### src/verilog/sssef_pkg.sv
// How it works
// [RULE1] Zero first stop bit sets framing error flag
// [RULE2] With two stop bits, check first only
// [RULE3] Framing error loads receive holding, not full flag
// [RULE4] Framing error halts receive; synchronous also transmit
// [RULE5] Framing flag clears: reset, standby, read-then-zero
// [RULE6] Receiver off leaves framing flag unchanged
// [RULE7] Smart-card mode: bit four is error signal
// [RULE8] Smart card: low returned error signal sets flag
// [RULE9] Error signal flag clears like others; transmitter-off keeps
// [RULE10] Async parity mismatch against odd select sets flag
// [RULE11] Parity flag clears: reset, standby, read-then-zero
// [RULE12] Parity error loads data, no full, halts
// [RULE13] Normal end flag: reset, transmitter off, last bit
// [RULE14] End flag read-only, cleared with transmit empty
// [RULE15] Smart end flag 2.5 or 1.0 etu later
// [RULE16] Smart end flag on transmitter off without error
// [RULE17] One etu is one bit time
// [RULE18] Async multiprocessor bit captured, read-only, resets zero
// [RULE19] Receiver off holds received multiprocessor bit
// [RULE20] Transmit multiprocessor bit used only when applicable
// [RULE21] Writing one to clearable flags does nothing
// [RULE22] Hardware set between read and write wins
package sssef_pkg;

	localparam int         AW            = 8;       // Bus address width
	localparam logic [7:0] OFS_STATUS    = 8'h00;   // serial_status
	localparam logic [7:0] OFS_CONTROL   = 8'h04;   // Mode and enable bits
	localparam logic [7:0] OFS_ETU       = 8'h08;   // Clock cycles per bit
	localparam logic [7:0] OFS_RXDATA    = 8'h0c;   // receive_holding
	localparam logic [7:0] OFS_TXDATA    = 8'h10;   // transmit_holding

	// serial_status bit positions
	localparam int ST_TRANSMIT_EMPTY_FLAG = 7;
	localparam int ST_RECEIVE_FULL_FLAG = 6;
	localparam int ST_OVERRUN_FLAG = 5;
	localparam int ST_FER  = 4;
	localparam int ST_PER  = 3;
	localparam int ST_TRANSMIT_END_FLAG = 2;
	localparam int ST_MPB  = 1;
	localparam int ST_TX_MULTIPROC_BIT = 0;

	// Control register bit positions
	localparam int CT_TX_ON  = 0;
	localparam int CT_RX_ON  = 1;
	localparam int CT_SMART  = 2;
	localparam int CT_GM     = 3;
	localparam int CT_SYNC   = 4;
	localparam int CT_MP     = 5;
	localparam int CT_PAR_EN = 6;
	localparam int CT_ODD    = 7;

	localparam logic [7:0]  STATUS_RESET  = 8'h84;   // Empty and end set
	localparam logic [7:0]  CONTROL_RESET = 8'h00;   // All off
	localparam logic [15:0] ETU_RESET     = 16'h0174; // Default bit time
	localparam logic [2:0]  HALF_ETU_GM0  = 3'h5;    // 2.5 etu in half etus
	localparam logic [2:0]  HALF_ETU_GM1  = 3'h2;    // 1.0 etu in half etus
	localparam logic [1:0]  RESP_OKAY     = 2'h0;
	localparam logic [1:0]  RESP_SLVERR   = 2'h2;

	// Receive shift path event
	typedef struct packed {
		logic       done;     // Character ended, one cycle
		logic [7:0] data;     // Received character
		logic       parity;   // Received parity bit
		logic [1:0] stop;     // Stop bits, first in bit 0
		logic       rx_multiproc_bit;      // Received multiprocessor bit
	} sssef_rx_ev_t;

	// Transmit shift path event
	typedef struct packed {
		logic load;           // Holding moved to shifter, one cycle
		logic last_bit;       // Last bit of character sent, one cycle
		logic err_sample;     // Error signal sampled now, one cycle
		logic err_level;      // Sampled error signal level
	} sssef_tx_ev_t;

	// End-flag delay timer
	typedef enum logic [1:0] {
		TM_IDLE = 2'b01,
		TM_WAIT = 2'b10
	} sssef_tm_t;

	// Whole block state
	typedef struct packed {
		logic        transmit_empty_flag, receive_full_flag, overrun_flag, framing_error_flag, parity_error_flag, transmit_end_flag, rx_multiproc_bit, tx_multiproc_bit;
		logic [4:0]  armed;     // Flags read as one: transmit_empty_flag,receive_full_flag,overrun_flag,fer,per
		logic [7:0]  ctrl;
		logic [15:0] etu;
		logic [7:0]  rx_hold;
		logic [7:0]  tx_hold;
		sssef_tm_t   tm;
		logic [15:0] pre_cnt;
		logic [2:0]  half_cnt;
		logic        awready, wready, arready, bvalid, rvalid;
		logic [1:0]  bresp, rresp;
		logic [31:0] rdata;
		logic        aw_held, w_held;
		logic [7:0]  awaddr;
		logic [31:0] wdata;
		logic [3:0]  wstrb;
		logic        rx_en, tx_en, tx_mpb_use;
	} sssef_state_t;

endpackage

### src/verilog/sssef_top.sv
`timescale 1ns/100ps
module sssef_top #(
	parameter logic [15:0] ETU_DEFAULT = sssef_pkg::ETU_RESET // Bit time after reset
) (
	input  wire logic                  CLK,
	input  wire logic                  RESET_N,
	input  wire logic                  STANDBY,
	input  wire logic [7:0]            S_AXI_AWADDR,
	input  wire logic                  S_AXI_AWVALID,
	output logic                       S_AXI_AWREADY,
	input  wire logic [31:0]           S_AXI_WDATA,
	input  wire logic [3:0]            S_AXI_WSTRB,
	input  wire logic                  S_AXI_WVALID,
	output logic                       S_AXI_WREADY,
	output logic [1:0]                 S_AXI_BRESP,
	output logic                       S_AXI_BVALID,
	input  wire logic                  S_AXI_BREADY,
	input  wire logic [7:0]            S_AXI_ARADDR,
	input  wire logic                  S_AXI_ARVALID,
	output logic                       S_AXI_ARREADY,
	output logic [31:0]                S_AXI_RDATA,
	output logic [1:0]                 S_AXI_RRESP,
	output logic                       S_AXI_RVALID,
	input  wire logic                  S_AXI_RREADY,
	input  wire sssef_pkg::sssef_rx_ev_t RX_EV,
	input  wire sssef_pkg::sssef_tx_ev_t TX_EV,
	output logic                       RX_ENABLE,
	output logic                       TX_ENABLE,
	output logic [7:0]                 TX_HOLD,
	output logic                       TX_FULL,
	output logic                       TX_MPB,
	output logic                       TX_MPB_USE
);

	sssef_pkg::sssef_state_t s_reg;       // Current state
	sssef_pkg::sssef_state_t s_next;      // Next state
	sssef_pkg::sssef_state_t s_rst;       // Reset image

	logic        smart;                   // Smart-card mode
	logic        sync_m;                  // Synchronous mode
	logic        mp_fmt;                  // Multiprocessor format
	logic        rx_ok;                   // Accepted receive event
	logic        fer_set, per_set, ers_set, err_rx;
	logic        receive_full_flag_set, overrun_flag_set, transmit_empty_flag_set;
	logic        transmit_end_flag_set, te_fall;
	logic        wr_fire, wr_status, rd_fire;
	logic [4:0]  clr;                     // Software clear per flag
	logic [4:0]  cur;                     // Flags as read, armed order
	logic [4:0]  setv;                    // Hardware set per flag
	logic [7:0]  wd8;                     // Low write byte
	logic [7:0]  new_ctrl;                // Control after write
	logic [15:0] half_period;             // Cycles per half etu
	logic [2:0]  half_target;             // Half etus to wait
	logic        tm_done;                 // Delay elapsed pulse
	logic        blk;                     // Errors that block reception

	// Flag with set winning over clear
	function automatic logic flag_next(input logic cur_v, input logic set_v, input logic clr_v);
		return set_v | (cur_v & ~clr_v);
	endfunction

	// Status byte as software sees it
	function automatic logic [7:0] status_byte(input sssef_pkg::sssef_state_t st);
		return {st.transmit_empty_flag, st.receive_full_flag, st.overrun_flag, st.framing_error_flag, st.parity_error_flag, st.transmit_end_flag, st.rx_multiproc_bit, st.tx_multiproc_bit};
	endfunction

	// Reset image of the whole state
	always_comb begin
		s_rst          = '0;
		s_rst.transmit_empty_flag     = sssef_pkg::STATUS_RESET[sssef_pkg::ST_TRANSMIT_EMPTY_FLAG];
		s_rst.transmit_end_flag     = sssef_pkg::STATUS_RESET[sssef_pkg::ST_TRANSMIT_END_FLAG];
		s_rst.ctrl     = sssef_pkg::CONTROL_RESET;
		s_rst.etu      = ETU_DEFAULT;
		s_rst.tm       = sssef_pkg::TM_IDLE;
		s_rst.awready  = 1'b1;
		s_rst.wready   = 1'b1;
		s_rst.arready  = 1'b1;
	end

	// Next-state logic
	always_comb begin
		s_next  = s_reg;
		smart   = s_reg.ctrl[sssef_pkg::CT_SMART];
		sync_m  = s_reg.ctrl[sssef_pkg::CT_SYNC];
		mp_fmt  = s_reg.ctrl[sssef_pkg::CT_MP];
		wd8     = s_reg.wdata[7:0];
		tm_done = 1'b0;

		// Bus write fires once address and data are both held
		wr_fire   = s_reg.aw_held & s_reg.w_held & ~s_reg.bvalid;
		wr_status = wr_fire & s_reg.wstrb[0] & (s_reg.awaddr == sssef_pkg::OFS_STATUS);
		rd_fire   = S_AXI_ARVALID & s_reg.arready;
		new_ctrl  = s_reg.ctrl;
		if (wr_fire && s_reg.wstrb[0] && s_reg.awaddr == sssef_pkg::OFS_CONTROL) begin
			new_ctrl = wd8;
		end
		te_fall = s_reg.ctrl[sssef_pkg::CT_TX_ON] & ~new_ctrl[sssef_pkg::CT_TX_ON];

		// Receive events count only while reception is allowed
		rx_ok    = RX_EV.done & s_reg.rx_en; // RULE4
		// Only the first stop bit is looked at
		fer_set  = rx_ok & ~smart & ~sync_m & ~RX_EV.stop[0]; // RULE1 RULE2 RULE7
		per_set  = rx_ok & ~sync_m & s_reg.ctrl[sssef_pkg::CT_PAR_EN]
			& ((^{RX_EV.data, RX_EV.parity}) != s_reg.ctrl[sssef_pkg::CT_ODD]); // RULE10
		err_rx   = fer_set | per_set;
		receive_full_flag_set = rx_ok & ~err_rx & ~s_reg.receive_full_flag; // RULE3 RULE12
		overrun_flag_set = rx_ok & ~err_rx & s_reg.receive_full_flag;
		// Returned error signal low during smart-card transmission
		ers_set  = smart & TX_EV.err_sample & ~TX_EV.err_level; // RULE8
		transmit_empty_flag_set = TX_EV.load | te_fall;

		// Character into receive holding, also on parity or framing error
		if (rx_ok && !overrun_flag_set) begin
			s_next.rx_hold = RX_EV.data; // RULE3 RULE12
			if (!sync_m && mp_fmt) begin
				s_next.rx_multiproc_bit = RX_EV.rx_multiproc_bit; // RULE18 RULE19
			end
		end

		// Smart-card end delay, counted in half etus
		half_period = (s_reg.etu >> 1) == 16'h0000 ? 16'h0001 : (s_reg.etu >> 1); // RULE17
		half_target = s_reg.ctrl[sssef_pkg::CT_GM] ? sssef_pkg::HALF_ETU_GM1 : sssef_pkg::HALF_ETU_GM0;
		case (s_reg.tm)
			sssef_pkg::TM_IDLE: begin
				if (smart && TX_EV.last_bit) begin
					s_next.tm       = sssef_pkg::TM_WAIT;
					s_next.pre_cnt  = half_period - 16'h0001;
					s_next.half_cnt = 3'h0;
				end
			end
			sssef_pkg::TM_WAIT: begin
				if (s_reg.pre_cnt == 16'h0000) begin
					// Half-etu tick from the divider
					s_next.pre_cnt  = half_period - 16'h0001;
					s_next.half_cnt = s_reg.half_cnt + 3'h1;
					if (s_reg.half_cnt + 3'h1 >= half_target) begin
						tm_done   = 1'b1; // RULE15
						s_next.tm = sssef_pkg::TM_IDLE;
					end
				end else begin
					s_next.pre_cnt = s_reg.pre_cnt - 16'h0001;
				end
			end
			default: begin
				s_next.tm = sssef_pkg::TM_IDLE;
			end
		endcase

		// End flag setting conditions per mode
		if (smart) begin
			transmit_end_flag_set = (tm_done & s_reg.transmit_empty_flag & ~s_reg.framing_error_flag) | (te_fall & ~s_reg.framing_error_flag); // RULE15 RULE16
		end else begin
			transmit_end_flag_set = (TX_EV.last_bit & s_reg.transmit_empty_flag) | te_fall; // RULE13
		end

		// Software clears: only a zero written after a read of one
		cur  = {s_reg.transmit_empty_flag, s_reg.receive_full_flag, s_reg.overrun_flag, s_reg.framing_error_flag, s_reg.parity_error_flag};
		setv = {transmit_empty_flag_set, receive_full_flag_set, overrun_flag_set, fer_set | ers_set, per_set};
		clr  = {5{wr_status}} & s_reg.armed & ~{wd8[sssef_pkg::ST_TRANSMIT_EMPTY_FLAG], wd8[sssef_pkg::ST_RECEIVE_FULL_FLAG],
			wd8[sssef_pkg::ST_OVERRUN_FLAG], wd8[sssef_pkg::ST_FER], wd8[sssef_pkg::ST_PER]}; // RULE21
		s_next.transmit_empty_flag = flag_next(s_reg.transmit_empty_flag, setv[4], clr[4]);
		s_next.receive_full_flag = flag_next(s_reg.receive_full_flag, setv[3], clr[3]);
		s_next.overrun_flag = flag_next(s_reg.overrun_flag, setv[2], clr[2]);
		// Bit four is framing or error signal; receiver/transmitter off keep it
		s_next.framing_error_flag  = flag_next(s_reg.framing_error_flag, setv[1], clr[1]); // RULE5 RULE6 RULE9 RULE22
		s_next.parity_error_flag  = flag_next(s_reg.parity_error_flag, setv[0], clr[0]); // RULE11 RULE22
		// End flag follows a real software clear of the empty flag
		s_next.transmit_end_flag = flag_next(s_reg.transmit_end_flag, transmit_end_flag_set, clr[4] & ~setv[4]); // RULE14

		// Arm on a read of one; disarm on any status write or a new set
		s_next.armed = s_reg.armed & ~setv; // RULE22
		if (wr_status) begin
			s_next.armed = 5'h00;
		end
		if (rd_fire && S_AXI_ARADDR == sssef_pkg::OFS_STATUS) begin
			s_next.armed = s_next.armed | (cur & ~setv);
		end

		// Register writes and write response
		if (wr_fire) begin
			s_next.bvalid  = 1'b1;
			s_next.aw_held = 1'b0;
			s_next.w_held  = 1'b0;
			s_next.bresp   = sssef_pkg::RESP_OKAY;
			case (s_reg.awaddr)
				sssef_pkg::OFS_STATUS: begin
					if (s_reg.wstrb[0]) begin
						s_next.tx_multiproc_bit = wd8[sssef_pkg::ST_TX_MULTIPROC_BIT];
					end
				end
				sssef_pkg::OFS_CONTROL: begin
					s_next.ctrl = new_ctrl;
				end
				sssef_pkg::OFS_ETU: begin
					if (s_reg.wstrb[0]) begin
						s_next.etu[7:0] = wd8;
					end
					if (s_reg.wstrb[1]) begin
						s_next.etu[15:8] = s_reg.wdata[15:8];
					end
				end
				sssef_pkg::OFS_RXDATA: begin
					s_next.bresp = sssef_pkg::RESP_OKAY;
				end
				sssef_pkg::OFS_TXDATA: begin
					if (s_reg.wstrb[0]) begin
						s_next.tx_hold = wd8;
					end
				end
				default: begin
					s_next.bresp = sssef_pkg::RESP_SLVERR;
				end
			endcase
		end

		// Write address and data channels, taken in either order
		if (S_AXI_AWVALID && s_reg.awready) begin
			s_next.awready = 1'b0;
			s_next.aw_held = 1'b1;
			s_next.awaddr  = S_AXI_AWADDR;
		end
		if (S_AXI_WVALID && s_reg.wready) begin
			s_next.wready = 1'b0;
			s_next.w_held = 1'b1;
			s_next.wdata  = S_AXI_WDATA;
			s_next.wstrb  = S_AXI_WSTRB;
		end
		if (s_reg.bvalid && S_AXI_BREADY) begin
			s_next.bvalid  = 1'b0;
			s_next.awready = 1'b1;
			s_next.wready  = 1'b1;
		end

		// Read channel, answered on the edge that takes the address
		if (rd_fire) begin
			s_next.arready = 1'b0;
			s_next.rvalid  = 1'b1;
			s_next.rresp   = sssef_pkg::RESP_OKAY;
			s_next.rdata   = 32'h00000000;
			case (S_AXI_ARADDR)
				sssef_pkg::OFS_STATUS: begin
					s_next.rdata[7:0] = status_byte(s_reg);
				end
				sssef_pkg::OFS_CONTROL: begin
					s_next.rdata[7:0] = s_reg.ctrl;
				end
				sssef_pkg::OFS_ETU: begin
					s_next.rdata[15:0] = s_reg.etu;
				end
				sssef_pkg::OFS_RXDATA: begin
					s_next.rdata[7:0] = s_reg.rx_hold;
				end
				sssef_pkg::OFS_TXDATA: begin
					s_next.rdata[7:0] = s_reg.tx_hold;
				end
				default: begin
					s_next.rresp = sssef_pkg::RESP_SLVERR;
				end
			endcase
		end
		if (s_reg.rvalid && S_AXI_RREADY) begin
			s_next.rvalid  = 1'b0;
			s_next.arready = 1'b1;
		end

		// Standby brings status and timer back to their reset image
		if (STANDBY) begin
			s_next.transmit_empty_flag  = s_rst.transmit_empty_flag; // RULE5 RULE9 RULE11 RULE13 RULE16
			s_next.receive_full_flag  = 1'b0;
			s_next.overrun_flag  = 1'b0;
			s_next.framing_error_flag   = 1'b0;
			s_next.parity_error_flag   = 1'b0;
			s_next.transmit_end_flag  = s_rst.transmit_end_flag;
			s_next.rx_multiproc_bit   = 1'b0;
			s_next.tx_multiproc_bit  = 1'b0;
			s_next.armed = 5'h00;
			s_next.tm    = sssef_pkg::TM_IDLE;
		end

		// Enables seen by the shift paths
		blk = (s_next.framing_error_flag & ~s_next.ctrl[sssef_pkg::CT_SMART]) | s_next.parity_error_flag | s_next.overrun_flag;
		s_next.rx_en = s_next.ctrl[sssef_pkg::CT_RX_ON] & ~blk; // RULE4 RULE12
		s_next.tx_en = s_next.ctrl[sssef_pkg::CT_TX_ON]
			& ~(s_next.ctrl[sssef_pkg::CT_SYNC] & blk); // RULE4 RULE12
		s_next.tx_mpb_use = s_next.tx_en & ~s_next.ctrl[sssef_pkg::CT_SYNC]
			& s_next.ctrl[sssef_pkg::CT_MP]; // RULE20
	end

	// State register, synchronous reset
	always_ff @(posedge CLK) begin
		if (!RESET_N) begin
			s_reg <= s_rst;
		end else begin
			s_reg <= s_next;
		end
	end

	// Outputs straight from state flops
	assign S_AXI_AWREADY = s_reg.awready;
	assign S_AXI_WREADY  = s_reg.wready;
	assign S_AXI_BVALID  = s_reg.bvalid;
	assign S_AXI_BRESP   = s_reg.bresp;
	assign S_AXI_ARREADY = s_reg.arready;
	assign S_AXI_RVALID  = s_reg.rvalid;
	assign S_AXI_RDATA   = s_reg.rdata;
	assign S_AXI_RRESP   = s_reg.rresp;
	assign RX_ENABLE     = s_reg.rx_en;
	assign TX_ENABLE     = s_reg.tx_en;
	assign TX_HOLD       = s_reg.tx_hold;
	assign TX_FULL       = ~s_reg.transmit_empty_flag;
	assign TX_MPB        = s_reg.tx_multiproc_bit;
	assign TX_MPB_USE    = s_reg.tx_mpb_use;

endmodule

### config.mk
export PLATFORM = sky130hd
export DESIGN_NAME = sssef_top
export DESIGN_NICKNAME = d
export VERILOG_FILES = /design/src/verilog/sssef_pkg.sv /design/src/verilog/sssef_top.sv
export SDC_FILE = /design/constraint.sdc
export NUM_CORES = 1
export LEC_CHECK = 0
export BUFFER_PORTS_ARGS = -buffer_cell sky130_fd_sc_hd__buf_2
export CORE_MARGIN = 2
export CORE_UTILIZATION = 50
export DETAILED_ROUTE_END_ITERATION = 6
export PLACE_DENSITY = 0.84
export SLEW_MARGIN = 15
export SYNTH_ARGS = -nofsm -noshare
export SYNTH_HDL_FRONTEND = slang
export SYNTH_SLANG_ARGS = --single-unit
### constraint.sdc
create_clock -name CLK -period 6.9 [get_ports CLK]
set_input_delay 0.345 -clock CLK [delete_from_list [all_inputs] [get_ports CLK]]
set_output_delay 0.345 -clock CLK [all_outputs]
set_load 0.02 [all_outputs]
==> results.cfg <==
[cells_and_area]
largest_register_ffs = 87
finalNetCount = 875
area_growth_syn_to_layout_pct = 13.3
diodes = 0
multi_input_area_um2 = 3240
regArea_um2 = 2560
drive_above_1_share_pct = 19.2
fillers = 1101

[power_and_ir_drop]
seq_power_share_pct = 43.4
p_int_mw = 1.36
peakVddDrop_uv = 207
switchingPower_mw = 0.415
clkPwrFrac_pct = 50.3
p_leak_nw = 3.07
comb_power_share_pct = 6.4
swShare_pct = 23.4
powerDensity_nw_per_um2 = 248

[synthesis]
mappedNetlistArea_um2 = 6310
yosysSeqAreaShare_pct = 40.6
synth_edf_count = 0
yosys.area.top_type = dfxtp_1
synth_most_common_cell = dfxtp_1
avgSynthCellArea_um2 = 8.49
yosys_warnings = 0
synth_flop_cell = dfxtp_1
synth_top_area_share_pct = 40.6
synth_seq_cells = 128
synth_commonest_cells = dfxtp_1 (128), nand2_1 (98), nor2_1 (71)
synth_area_leaders = dfxtp_1 (41%), nand2_1 (5.8%), buf_4 (5.6%), mux2i_1 (5.4%), a21oi_1 (4.8%)
synthArstFlopShare_pct = 0
synth.distinct_cells = 72
synthCells = 743

[critical_path]
crit_type = reg2reg
ff2ff_path_depth = 10
worst_setup_path_start_kind = register
required_ps = 7210
crit_start = s_reg[138]
reg2reg_to = s_reg[105]
endpoint_kind = register
critPathCapture = s_reg[105]
cp_max_fo = 7
cp.arrival_ps = 3280
r2r_start = s_reg[138]
r2r_slack_ps = 3930

[flow_run]
cap_violations = 0

[clock_network]
cts_tree = done
htreeDepth = 4
postCtsSetupBuffers = 0
root_buffer = clkbuf_16
clock_sinks = 128
hold_buffers = 0
cts_max_path_buffers = 2
numCtsBuffers = 17
clk_pin_slew_worst_paths_ps = 60
insertion_delay_ps = 420
cts_resized = 0

[place]
globalplace.congestion = 0.885
port-buffer-count = 93
place_ws_ps = 4010
hpwl_um = 10800

[die]
initial_core_util_pct = 50.6
rows = 41
core_area_um2 = 12500
die_height_um = 116
io_pins = 131
fp.dieArea_um2 = 13500
die_x_um = 116

[global_route]
grt_max_degree = 92
grt_usage_pct = 24.1
antenna_found_initial = 0
first_global_vias = 5171
gr-total-overflow = 0
grt_pass1_wl_um = 25400

[timing]
finalHoldViolations = 0
tns_ps = 0
rsz0062_at_grt = no
skew_ps = 10.9
finalMaxSlewViolations = 0
worstMarginPinSlew_ps = 1070
setup_viol = 0
slew_headroom_pct = 28.8
finalCritPeriodShare_pct = 43.1
finalWorstSetupSlack_ps = 3930
max_freq_ghz = 0.336
period_needed_ps = 2970

[detailed_routing]
drt_first_pass_iters = 5
via_count = 5579
wl_per_cell_um = 16.3
ant_nets = 0
drtIter0Drc = 526
drt-total-wl_um = 15900
routed_via_density = 5.72
drc = 0

[run_status]
outcome = completed

[min_path]
hold_class = in2reg
[final cells by class]
class | instances | area share (%)
clock buffers | 21 | 6.72
clock inverters | 10 | 1.54
inverters | 17 | 0.893
multi-input cells | 533 | 45.4
flip-flops and latches | 128 | 35.8
well taps | 172 | 3.01
repair buffers | 94 | 6.62
[worst min path at each step]
stage	startpoint	end	cells past startpoint
floorplan	TX_EV[3]	s_reg[155]	1
global placement	s_reg[22]	s_reg[22]	2
detailed placement	s_reg[17]	s_reg[17]	2
CTS	S_AXI_WVALID	S_AXI_WREADY	2
global route	S_AXI_WVALID	S_AXI_WREADY	2
finish	S_AXI_WVALID	S_AXI_WREADY	2
[per-stage QoR]
stage | hold WS [ps] | cell area, µm² | power (mW) | util [%] | cells
after floorplan | 424 | 6370 | 0.868 | - | 760
after global placement | 442 | 6560 | 0.894 | 52.6 | 944
after detailed placement | 448 | 6560 | 0.897 | 52.6 | 944
after CTS | 125 | 7150 | 1.78 | 57.4 | 975
after global routing | 142 | 7150 | 1.83 | 57.4 | 975
final | 133 | 7150 | 1.77 | 57.4 | 975
[cell usage in the layout, fill, tap and decap left out, types with 16 or more instances in the layout]
master / instances
nand3_1: 22
inv_1: 16
mux2i_1: 34
buf_2: 93
conb_1: 18
clkbuf_16: 17
a21oi_1: 60
a22oi_1: 29
nand2_1: 98
o21ai_0: 37
dfxtp_1: 128
nor2_1: 71
[power groups by stage]
| stage | Sequential (mW) | Clock [mW] | Combinational [mW] |
|---|---|---|---|
| final | 0.770 | 0.892 | 0.113 |
| after detailed placement | 0.785 | 0 | 0.112 |
| after CTS | 0.769 | 0.894 | 0.113 |
| after global routing | 0.771 | 0.934 | 0.124 |
| after global placement | 0.784 | 0 | 0.110 |
| after floorplan | 0.782 | 0 | 0.0858 |
[critical path, stage by stage, from the launching register on]
cell	delay, ps
dfxtp_1	520
nor4_1	150
nor2b_1	220
a31oi_1	310
ha_1	290
nor4b_1	500
nand3_1	200
nor3_1	230
xnor2_1	160
o22ai_1	100
o21a_1	190
[kinds of logic after synthesis]
group | share of synthesized area [%]
other | 0.0594
xor gates and xnor gates | 2.58
adders and majority gates | 1.39
AOI/OAI and AO/OA | 17.8
muxes | 6.82
buffers and inverters | 8.96
DFF | 40.6
and+or+nand+nor | 21.7
[layer usage]
| layer | vias to the layer above | share of wire [%] | track usage, % |
|---|---|---|---|
| li1 | 2668 | - | - |
| met1 | 2626 | 44 | 32.2 |
| met2 | 254 | 46 | 37.6 |
| met3 | 31 | 8.3 | 6.33 |
| met4 | 0 | 1.7 | 8.97 |
| met5 | - | 0 | 0 |
Note: power is estimated with default switching activity, not from simulation.
